===== src/hdl/pecx_params.svh =====
// Register offsets, field positions, reset values for the error counter and extended control block
`ifndef PECX_PARAMS_SVH
`define PECX_PARAMS_SVH
`define PECX_ADDR_RXERR      5'h13
`define PECX_ADDR_FCAR       5'h14
`define PECX_ADDR_DISC       5'h15
`define PECX_ADDR_EXTCS      5'h16
`define PECX_ADDR_MEDIA      5'h17
`define PECX_CNT_MAX         8'hff
`define PECX_BIT_FORCE_LINK  15
`define PECX_BIT_JABBER_DIS  14
`define PECX_BIT_ECHO_DIS    13
`define PECX_BIT_SQE_DIS     12
`define PECX_BIT_SQ_HI       11
`define PECX_BIT_SQ_LO       10
`define PECX_BIT_RETAIN      9
`define PECX_BIT_EOF_ERR     8
`define PECX_BIT_TEN_DISC    7
`define PECX_BIT_TEN_LINK    6
`define PECX_BIT_BCAST       0
`define PECX_BIT_MAC_MODE    12
`define PECX_BIT_PREF        11
`define PECX_BIT_MODE_HI     10
`define PECX_BIT_MODE_LO     8
`define PECX_BIT_OVR_HI      7
`define PECX_BIT_OVR_LO      6
`define PECX_BIT_FELB        3
`define PECX_RST_EXTCS_CTL   16'h3200
`define PECX_RST_MODE        5'h00
`endif


===== src/hdl/pecx_pkg.sv =====
// Types for the error counter and extended control block
package pecx_pkg;
  typedef enum logic [1:0] {PECX_SQ_NORMAL, PECX_SQ_LOW, PECX_SQ_HIGH, PECX_SQ_RSVD} pecx_squelch_type;
  typedef enum logic [2:0] {PECX_MM_COPPER, PECX_MM_SERDES, PECX_MM_1000X, PECX_MM_100FX,
                            PECX_MM_RSVD, PECX_MM_AMS_SERDES, PECX_MM_AMS_1000X, PECX_MM_AMS_100FX} pecx_media_type;
  typedef enum logic [1:0] {PECX_OV_NORMAL, PECX_OV_SERDES, PECX_OV_COPPER, PECX_OV_RSVD} pecx_override_type;
endpackage


===== src/hdl/pecx_cnt_if.sv =====
// Interface between the register bank and one saturating counter
`timescale 1ns/1ps
`default_nettype none
interface pecx_cnt_if;
  logic       event_hit;
  logic       clear;
  logic [7:0] count;
  modport bank (output event_hit, output clear, input count);
  modport cnt  (input event_hit, input clear, output count);
endinterface
`default_nettype wire


===== src/hdl/pecx_sat_counter.sv =====
// Saturating 8-bit clear-on-read error counter
`timescale 1ns/1ps
`default_nettype none
`include "pecx_params.svh"
module pecx_sat_counter
  import pecx_pkg::*;
(
  input  wire logic sys_clk,
  input  wire logic rst,
  pecx_cnt_if.cnt   port_if
);
  // An event in the read cycle counts as one after the clear, so it is not lost
  always_ff @(posedge sys_clk)
  begin
    if (rst)
      port_if.count <= 8'h00;
    else if (port_if.clear)
      port_if.count <= {7'h00, port_if.event_hit};
    else if (port_if.event_hit && port_if.count != `PECX_CNT_MAX)
      port_if.count <= port_if.count + 8'h01;
  end
endmodule
`default_nettype wire


===== src/hdl/pecx_regs.sv =====
// Management register bank, addresses 19 to 23, of one PHY port
//
// Contract
// - Counters are 8-bit, saturate at 255
// - Counter read returns count, then clears
// - Address 19 counts 100/1000 receive errors
// - Address 20 counts 100/1000 false carriers
// - Address 21 counts copper link disconnects
// - Bit 22.15 forces 10BASE-T link pass
// - Bits 14..12 disable jabber, echo, SQE
// - Squelch field 11:10 selects threshold
// - Retain bit set keeps sticky bits
// - Retain clear restores sticky defaults on reset
// - Super-sticky bits survive every software reset
// - EOF error and disconnect flags clear-on-read
// - Bit 22.6 shows 10BASE-T link status
// - Broadcast bit sends writes to all PHYs
// - Reads stay local during broadcast mode
// - Bit 23.12 selects SGMII or 1000BASE-X
// - Bit 23.11 sets media sense preference
// - Bits 10:8 select media operating mode
// - Bits 7:6 override automatic media selection
// - Mode bits read the mode in force
`timescale 1ns/1ps
`default_nettype none
`include "pecx_params.svh"
module pecx_regs
  import pecx_pkg::*;
(
  input  wire logic        sys_clk,
  input  wire logic        rst,
  input  wire logic        soft_reset,
  input  wire logic [4:0]  mgmt_addr,
  input  wire logic        mgmt_wr,
  input  wire logic        mgmt_bcast_wr,
  input  wire logic        mgmt_rd,
  input  wire logic [15:0] mgmt_wdata,
  output logic      [15:0] mgmt_rdata,
  output logic             bcast_enable,
  input  wire logic        rx_error_event,
  input  wire logic        false_carrier_event,
  input  wire logic        copper_disc_event,
  input  wire logic        eof_error_event,
  input  wire logic        ten_disc_event,
  input  wire logic        ten_link_active,
  output logic             force_link_pass,
  output logic             jabber_disable,
  output logic             echo_disable,
  output logic             sqe_disable,
  output pecx_squelch_type squelch_mode,
  output logic             mac_1000x,
  output logic             auto_media_sense_pref_copper,
  output pecx_media_type   media_mode,
  output pecx_override_type media_override,
  output logic             far_end_loopback
);

  // ==========================================================
  // Write decode
  // ==========================================================
  // A broadcast write from a sibling PHY lands here just like a local one
  logic wr_any;
  logic wr_extcs;
  logic wr_media;
  logic rd_extcs;

  assign wr_any   = mgmt_wr | mgmt_bcast_wr;
  assign wr_extcs = wr_any && mgmt_addr == `PECX_ADDR_EXTCS;
  assign wr_media = wr_any && mgmt_addr == `PECX_ADDR_MEDIA;
  assign rd_extcs = mgmt_rd && mgmt_addr == `PECX_ADDR_EXTCS;

  // ==========================================================
  // Error counters
  // ==========================================================
  pecx_cnt_if cnt_if [3] ();
  logic [2:0] cnt_event;
  logic [4:0] cnt_addr [3];

  assign cnt_event[0] = rx_error_event;
  assign cnt_event[1] = false_carrier_event;
  assign cnt_event[2] = copper_disc_event;
  assign cnt_addr[0]  = `PECX_ADDR_RXERR;
  assign cnt_addr[1]  = `PECX_ADDR_FCAR;
  assign cnt_addr[2]  = `PECX_ADDR_DISC;

  genvar gi;
  generate
    for (gi = 0; gi < 3; gi++)
    begin : g_cnt
      assign cnt_if[gi].event_hit = cnt_event[gi];
      assign cnt_if[gi].clear     = mgmt_rd && mgmt_addr == cnt_addr[gi];
      pecx_sat_counter u_cnt
      (
        .sys_clk (sys_clk),
        .rst     (rst),
        .port_if (cnt_if[gi])
      );
    end
  endgenerate

  // ==========================================================
  // Register 22 reset image
  // ==========================================================
  // Every sticky field and retain default comes from this one word, so fields and read-back agree
  localparam logic [15:0] extcs_default = `PECX_RST_EXTCS_CTL;

  // ==========================================================
  // Register 22 super-sticky retain enable
  // ==========================================================
  logic sticky_retain;

  // Only a hard reset returns it to its default
  always_ff @(posedge sys_clk)
  begin
    if (rst)
      sticky_retain <= extcs_default[`PECX_BIT_RETAIN];
    else if (wr_extcs)
      sticky_retain <= mgmt_wdata[`PECX_BIT_RETAIN];
  end

  // ==========================================================
  // Register 22 sticky control fields
  // ==========================================================
  logic [1:0] squelch_bits;
  logic       sticky_default;
  logic       sticky_write;

  // A write that meets a software reset is dropped, so the reset outcome is predictable
  assign sticky_default = soft_reset && !sticky_retain;
  assign sticky_write   = wr_extcs && !soft_reset;

  always_ff @(posedge sys_clk)
  begin
    if (rst || sticky_default)
      force_link_pass <= extcs_default[`PECX_BIT_FORCE_LINK];
    else if (sticky_write)
      force_link_pass <= mgmt_wdata[`PECX_BIT_FORCE_LINK];
  end

  always_ff @(posedge sys_clk)
  begin
    if (rst || sticky_default)
      jabber_disable <= extcs_default[`PECX_BIT_JABBER_DIS];
    else if (sticky_write)
      jabber_disable <= mgmt_wdata[`PECX_BIT_JABBER_DIS];
  end

  // Echo and SQE come out of reset disabled
  always_ff @(posedge sys_clk)
  begin
    if (rst || sticky_default)
      echo_disable <= extcs_default[`PECX_BIT_ECHO_DIS];
    else if (sticky_write)
      echo_disable <= mgmt_wdata[`PECX_BIT_ECHO_DIS];
  end

  always_ff @(posedge sys_clk)
  begin
    if (rst || sticky_default)
      sqe_disable <= extcs_default[`PECX_BIT_SQE_DIS];
    else if (sticky_write)
      sqe_disable <= mgmt_wdata[`PECX_BIT_SQE_DIS];
  end

  always_ff @(posedge sys_clk)
  begin
    if (rst || sticky_default)
      squelch_bits <= extcs_default[`PECX_BIT_SQ_HI:`PECX_BIT_SQ_LO];
    else if (sticky_write)
      squelch_bits <= mgmt_wdata[`PECX_BIT_SQ_HI:`PECX_BIT_SQ_LO];
  end

  // The broadcast enable is sticky like the line controls
  always_ff @(posedge sys_clk)
  begin
    if (rst || sticky_default)
      bcast_enable <= extcs_default[`PECX_BIT_BCAST];
    else if (sticky_write)
      bcast_enable <= mgmt_wdata[`PECX_BIT_BCAST];
  end

  // Reserved code 11 is stored and passed out on squelch_mode as PECX_SQ_RSVD
  assign squelch_mode = pecx_squelch_type'(squelch_bits);

  // ==========================================================
  // Register 22 event flags
  // ==========================================================
  logic eof_error_flag;
  logic ten_disc_flag;

  // Set wins over the clear-on-read so an event in the read cycle is kept
  always_ff @(posedge sys_clk)
  begin
    if (rst)
      eof_error_flag <= 1'b0;
    else
      eof_error_flag <= eof_error_event | (eof_error_flag & ~rd_extcs);
  end

  always_ff @(posedge sys_clk)
  begin
    if (rst)
      ten_disc_flag <= 1'b0;
    else
      ten_disc_flag <= ten_disc_event | (ten_disc_flag & ~rd_extcs);
  end

  // ==========================================================
  // Register 22 link status
  // ==========================================================
  logic ten_link_q;

  // A forced link pass reads as link up, one cycle behind the line
  always_ff @(posedge sys_clk)
  begin
    if (rst)
      ten_link_q <= 1'b0;
    else
      ten_link_q <= ten_link_active | force_link_pass;
  end

  // ==========================================================
  // Register 23 mode bits
  // ==========================================================
  logic [4:0] mode_pending;
  logic [4:0] mode_active;

  // Bits 12:8 are super-sticky; a written value waits for a software reset
  // Bit 13 is reserved and has no storage, so it reads zero
  always_ff @(posedge sys_clk)
  begin
    if (rst)
      mode_pending <= `PECX_RST_MODE;
    else if (wr_media)
      mode_pending <= mgmt_wdata[`PECX_BIT_MAC_MODE:`PECX_BIT_MODE_LO];
  end

  // The soft reset is the only way a new mode takes hold
  always_ff @(posedge sys_clk)
  begin
    if (rst)
      mode_active <= `PECX_RST_MODE;
    else if (soft_reset)
      mode_active <= mode_pending;
  end

  // ==========================================================
  // Register 23 immediate fields
  // ==========================================================
  logic [1:0] override_bits;

  // Override and loopback act at once, with no soft reset
  always_ff @(posedge sys_clk)
  begin
    if (rst)
      override_bits <= 2'h0;
    else if (wr_media)
      override_bits <= mgmt_wdata[`PECX_BIT_OVR_HI:`PECX_BIT_OVR_LO];
  end

  always_ff @(posedge sys_clk)
  begin
    if (rst)
      far_end_loopback <= 1'b0;
    else if (wr_media)
      far_end_loopback <= mgmt_wdata[`PECX_BIT_FELB];
  end

  // ==========================================================
  // Register 23 decoded outputs
  // ==========================================================
  // Mode outputs follow the active copy only
  assign mac_1000x                    = mode_active[`PECX_BIT_MAC_MODE - 8];
  assign auto_media_sense_pref_copper = mode_active[`PECX_BIT_PREF - 8];
  assign media_mode                   = pecx_media_type'(mode_active[2:0]);
  assign media_override               = pecx_override_type'(override_bits);

  // ==========================================================
  // Read words
  // ==========================================================
  logic [15:0] extcs_word;
  logic [15:0] media_word;
  logic [15:0] read_word;

  // Reserved positions stay zero
  always_comb
  begin
    extcs_word                                  = 16'h0000;
    extcs_word[`PECX_BIT_FORCE_LINK]            = force_link_pass;
    extcs_word[`PECX_BIT_JABBER_DIS]            = jabber_disable;
    extcs_word[`PECX_BIT_ECHO_DIS]              = echo_disable;
    extcs_word[`PECX_BIT_SQE_DIS]               = sqe_disable;
    extcs_word[`PECX_BIT_SQ_HI:`PECX_BIT_SQ_LO] = squelch_bits;
    extcs_word[`PECX_BIT_RETAIN]                = sticky_retain;
    extcs_word[`PECX_BIT_EOF_ERR]               = eof_error_flag;
    extcs_word[`PECX_BIT_TEN_DISC]              = ten_disc_flag;
    extcs_word[`PECX_BIT_TEN_LINK]              = ten_link_q;
    extcs_word[`PECX_BIT_BCAST]                 = bcast_enable;
  end

  // Bits 15:13 read zero
  always_comb
  begin
    media_word                                       = 16'h0000;
    media_word[`PECX_BIT_MAC_MODE:`PECX_BIT_MODE_LO] = mode_active;
    media_word[`PECX_BIT_OVR_HI:`PECX_BIT_OVR_LO]    = override_bits;
    media_word[`PECX_BIT_FELB]                       = far_end_loopback;
  end

  // Unmapped addresses read zero
  always_comb
  begin
    if (mgmt_addr == `PECX_ADDR_RXERR)
      read_word = {8'h00, cnt_if[0].count};
    else if (mgmt_addr == `PECX_ADDR_FCAR)
      read_word = {8'h00, cnt_if[1].count};
    else if (mgmt_addr == `PECX_ADDR_DISC)
      read_word = {8'h00, cnt_if[2].count};
    else if (mgmt_addr == `PECX_ADDR_EXTCS)
      read_word = extcs_word;
    else if (mgmt_addr == `PECX_ADDR_MEDIA)
      read_word = media_word;
    else
      read_word = 16'h0000;
  end

  // ==========================================================
  // Read register
  // ==========================================================
  // Only this port's values are returned, broadcast mode or not
  always_ff @(posedge sys_clk)
  begin
    if (rst)
      mgmt_rdata <= 16'h0000;
    else if (mgmt_rd)
      mgmt_rdata <= read_word;
  end
endmodule
`default_nettype wire


===== config.mk =====
export PLATFORM = sky130hd
export DESIGN_NAME = pecx_regs
export DESIGN_NICKNAME = d
export VERILOG_FILES = /design/src/hdl/pecx_pkg.sv /design/src/hdl/pecx_cnt_if.sv /design/src/hdl/pecx_sat_counter.sv /design/src/hdl/pecx_regs.sv
export VERILOG_INCLUDE_DIRS = /design/src /design/src/hdl
export SDC_FILE = /design/constraint.sdc
export NUM_CORES = 1
export LEC_CHECK = 0
export BUFFER_PORTS_ARGS = -buffer_cell sky130_fd_sc_hd__buf_2
export CORE_ASPECT_RATIO = 2
export CORE_MARGIN = 2
export CORE_UTILIZATION = 50
export DETAILED_ROUTE_END_ITERATION = 6
export GPL_TIMING_DRIVEN = 0
export PLACE_DENSITY = 0.76
export SYNTH_ARGS = -nofsm -noshare
export SYNTH_HDL_FRONTEND = slang
export SYNTH_SLANG_ARGS = --single-unit

===== constraint.sdc =====
create_clock -name sys_clk -period 1.95 [get_ports sys_clk]
set_clock_uncertainty 0.05 [all_clocks]
set_input_delay 0.195 -clock sys_clk [delete_from_list [all_inputs] [get_ports sys_clk]]
set_output_delay 0.195 -clock sys_clk [all_outputs]
set_load 0.005 [all_outputs]

# After elaboration in Yosys (flattened, before gate mapping)
# Index checks and enable logic that the tools add are counted.
# totals
output_inout_bits	31
inputBits	33
regBits	64
wordCells	70
# classes
reduce_logical	20
addsub	3
eq_ne	8
bitwise	7
mux	11
# op_table
operator	n
$mux W16	4
$eq A5 B5 Y1 const B	5
$add A8 B1 Y8 const B	3
$ne A8 B8 Y1 const B	3
$mux W13	1
$logic_and A1 B1 Y1	11
$mux W1	6
$reduce_bool A2 Y1	3
$reduce_or A2 Y1	3
$or A1 B1 Y1	4
$and A1 B1 Y1	2
$logic_not A1 Y1	2
$logic_or A1 B1 Y1	1
$not A1 Y1	1

# Logic depth before layout (Yosys ltp)
# logic_depth
word_depth	6
mapped_depth	6
mapped_depth_nobuf	5

# Hierarchy
# A second synthesis with hierarchy kept.
# hier_totals
hier_cells	366
area_unflattened_um2	3214.3
# by_module_without_submodules
module	area_each_um2	n_inst	seq_area_each_um2	cells_each
pecx_regs	1983.2	1	800.8	228
pecx_sat_counter	410.4	3	160.2	46

# Least setup slack after synthesis
# OpenSTA, ideal clock, no wires.
# synth_timing
kind	register to register
start	register g_cnt[1].u_cnt.port_if.count[0]
end	register g_cnt[1].u_cnt.port_if.count[0]
setup_slack_ns	0.449
arrival_ns	1.366
setup_time_ns	0.086
t_required_ns	1.814
path_buffers	0
stages_incl_launch_ff	6
period_less_slack_ns	1.501
cell_sequence	dfxtp_1 ha_1 nand4_1 o21ai_0 xor2_1 a211oi_1
# synth_between
elab_chain_len	3
elab_cells_between_ends	6
cone_classes	add/sub: 1; eq/ne: 1; mux: 2; reduce/logical: 2
# synth_lines
element	line_no	text
start, declared	pecx_cnt_if.sv:9	modport cnt (input event_hit, input clear, output count);
start signal, assigned	pecx_sat_counter.sv:18	port_if.count <= {7'h00, port_if.event_hit};
start signal, assigned	pecx_sat_counter.sv:20	port_if.count <= port_if.count + 8'h01;
$add A8 B1 Y8 / $ne A8 B8 Y1 (equally long branches)	--	
$mux W1 / $logic_and A1 B1 Y1 (equally long branches)	--	
$mux W1 / $reduce_bool A2 Y1 (equally long branches)	--	
# Several ways; a longest one is shown, not always the timed one. The select of a mux whose other input is x is not followed.
# A chain may end at the register's enable or synchronous reset.

# Final worst setup path
# Same ends and word-level chain as after synthesis.

==> out/results.md <==
- run status: finished clean
- Final TNS setup: 0 ns
- number of hold buffers added after CTS: 0
- number of failing hold endpoints at the final stage: 0
- fin crit period: 1.80 ns
- DIE AREA: 0.00655 mm2
- slowest stage cell on the critical path: o21ai_0
- post-synth design cell area: 0.00294 mm2
- remaining global-route overflow: 0
- cells after synthesis: 334
- count of cell types in the netlist: 45
- number of max-slew violations in the final report: 0
- Port Buffers: 55
- Clk Latency, worst-skew pair: 0.33 ns
- via count of the first global-routing pass: 2771
- actual slew at the worst max-slew pin: 0.763 ns
- CP cell instances: ha_1 > nand4_1 > o21ai_0 > xor2_1 > a211oi_1
- total length of routed met3 wires: 271 um
- overall power consumption: 3.24 mW
- largest net degree at the start of global routing: 11
- total of warnings raised by yosys: 0
- classification of the worst-slack hold path: primary input to flip-flop
- met2 routed WL: 4290 um
- residual DRC count: 0
- maximum root-to-sink buffer count: 2
- P_leak: 1.57 nW
- area of combinational cells with multiple inputs: 0.00154 mm2
- I/O pin count: 64
- total area of sequential cells: 0.00128 mm2
- Die X: 58.2 um
- final worst slack: 0.147 ns
- max-capacitance violation count: 0
- setup slack at placement: 0.225 ns
- # fillers: 494
- setup repair after global routing missed its margin: no
- highest signal layer in the routed design: met4
- Net Count, Synth: 370
- maximum clock rate: 555 MHz
- total number of vias: 2723
- final instance count without filler cells: 466
- total clock buffers created by CTS: 9
- worst setup slack for register-to-register paths: 0.15 ns
- clock tree from TritonCTS: yes
- CTS Root Cell: clkbuf_16
- residual antenna-violating net count after detailed routing: 0
- count of buffer and inverter cells on the critical path: 0
- Worst slew margin: 0.492
- total instance count after detailed placement: 450
- core box area: 0.00571 mm2
- number of clock sinks: 64
- met1 WL: 2810 um
- part of the Yosys area used for sequential elements: 0.435
- DRT iter0 DRCs: 105
- wire length of the first global-routing pass: 12400 um
- Avg Vias per Cell: 5.84
- largest stage delay on the critical path: 0.41 ns
- worst vdd rail ir drop: 0.747 mV
- routed length per instance: 16.2 um
- launching element type of the critical path: flip-flop
- Total Nets Final: 436
- post-cts repair resize count: 0
- average cell area after synthesis: 8.81 um2
- fraction of final layout cells sized beyond drive strength 1: 0.212
- GRT Resource Usage Total: 0.250
- Initial Util: 0.515
- number of synthesized register bits: 64
- total detailed-routing wirelength: 7550 um
- pwr dens: 896 mW/mm2
- share of the clock period used by the worst path after layout: 0.924
- total number of placement rows: 39
- router iterations before antenna repair: 4
- Crit. End Element: flip-flop
- critical path data arrival time: 2.00 ns
- deepest level of the CTS H-tree: 3
- placed wire-length estimate after detailed placement: 5710 um
- endpoints failing setup: 0
- clock slew seen by the registers of the worst setup and hold paths: 0.05 ns
- Critical Path Fanout Max: 5
- vertical die dimension: 112 um
- Post-CTS Setup Repair Bufs: 0
- diodes inserted: 0
- growth of design area from synthesis to finish: 22.8%
- data required time at the worst endpoint: 2.15 ns
- family with the most delay on the worst path: compound AO/OA/AOI/OAI gates
- initial antenna violation count: 0
- class of the most critical setup path: flip-flop to flip-flop
- global placement routability congestion: 0.866
-- area by class of cell --
class | count | share of cell area
Clock buffer | 14 | 0.0786
Inverter | 6 | 0.00623
Sequential cell | 64 | 0.355
Tap cell | 61 | 0.0211
Buffer | 16 | 0.0270
Clock inverter | 2 | 0.00970
Timing Repair Buffer | 55 | 0.0762
Multi-Input combinational cell | 248 | 0.427
-- cell usage after synthesis, drive strengths merged --
master   instances  area (um2)
a311oi           1        8.76
and3             2        12.5
a21o             1        7.51
nor2            49         184
xor2             9        78.8
o21ai           20         100
mux2i           24         240
and4bb           1        12.5
nand2           23        86.3
a21oi           18        90.1
o2111a           1        11.3
clkbuf           9        35.0
nor3            10        50.1
nand3b           1        7.51
mux2             4        45.0
inv              6        22.5
a222oi           3        30.0
and4             5        43.8
nand2b           2        12.5
ha               3        37.5
a22oi            8        60.1
nor4             5        46.3
nand3           20         100
a211oi           1        7.51
a2bb2oi          1        8.76
o31ai            1        7.51
nand4            9        56.3
nor3b            2        15.0
o211ai           4        30.0
nor2b            2        12.5
and2             2        12.5
o2111ai          2        17.5
o22ai            1        6.26
or3              6        38.8
dfxtp           64        1280
nand4b           1        23.8
xnor2            1        8.76
buf              7        62.6
a31oi            5        31.3
-- layout by cell type (no fill, tap or decap), drive strengths merged, types with 3 or more instances in the layout --
cell	instances
dfxtp	64
buf	62
nor2	49
mux2i	24
nand2	23
clkbuf	23
nand3	20
o21ai	20
a21oi	18
nor3	10
nand4	9
xor2	9
a22oi	8
inv	6
or3	6
and4	5
a31oi	5
nor4	5
mux2	4
o211ai	4
a222oi	3
ha	3
-- per-layer routing --
| layer | vias up | global-route usage |
|---|---|---|
| met1 | 1301 | 0.247 |
| met4 | 0 | 0.119 |
| met2 | 57 | 0.461 |
| met3 | 17 | 0.0622 |
| li1 | 1348 | - |
| met5 | - | 0 |
-- path summary, 6_finish.rpt --
path                                        start                               to  cells after the start
hold reg to reg                    mgmt_rdata[11]                   mgmt_rdata[11]                      2
setup reg to reg  g_cnt[1].u_cnt.port_if.count[0]  g_cnt[1].u_cnt.port_if.count[0]                      5
hold / removal                    ten_link_active                       ten_link_q                      3
setup / recovery  g_cnt[1].u_cnt.port_if.count[0]  g_cnt[1].u_cnt.port_if.count[0]                      5
-- metrics by stage --
step                      area [um2]  utilization  hold slack, ns
final                           3610        0.633          0.0229
after global routing            3610        0.633          0.0351
after CTS                       3610        0.633          0.0134
after detailed placement        3290        0.577           0.357
after global placement          3290        0.577           0.356
after floorplan                 2940            -           0.261
-- state kept, by name, summed over array words and instances (netlist names) --
signal                     flops
sticky_retain                  1
ten_disc_flag                  1
force_link_pass                1
ten_link_q                     1
mode_active                    5
sqe_disable                    1
mode_pending                   5
squelch_mode                   2
media_override                 2
echo_disable                   1
far_end_loopback               1
g_cnt.u_cnt.port_if.count     24
bcast_enable                   1
jabber_disable                 1
eof_error_flag                 1
mgmt_rdata                    16
-- logic make-up after synthesis --
logic type                 after synthesis  share of synthesized area
DFF                                     64                      0.435
muxes                                   28                     0.0969
and+or+nand+nor                        140                      0.243
buffers and inverters                   22                     0.0408
adders and majority gates                3                     0.0128
xor gates and xnor gates                10                     0.0298
AOI/OAI and AO/OA                       67                      0.142
-- worst min-delay path: stages --
cell,delay (ns)
buf_2,0.08
nor2_1,0.03
nor2_1,0.06
-- power by group --
group	switching [mW]	internal, mW	leakage [nW]
registers	0.0232	1.33	0.519
logic	0.122	0.0816	0.896
clock network	0.550	1.13	0.159
total	0.695	2.54	1.57
No activity file was read; power rests on OpenSTA's default activity.
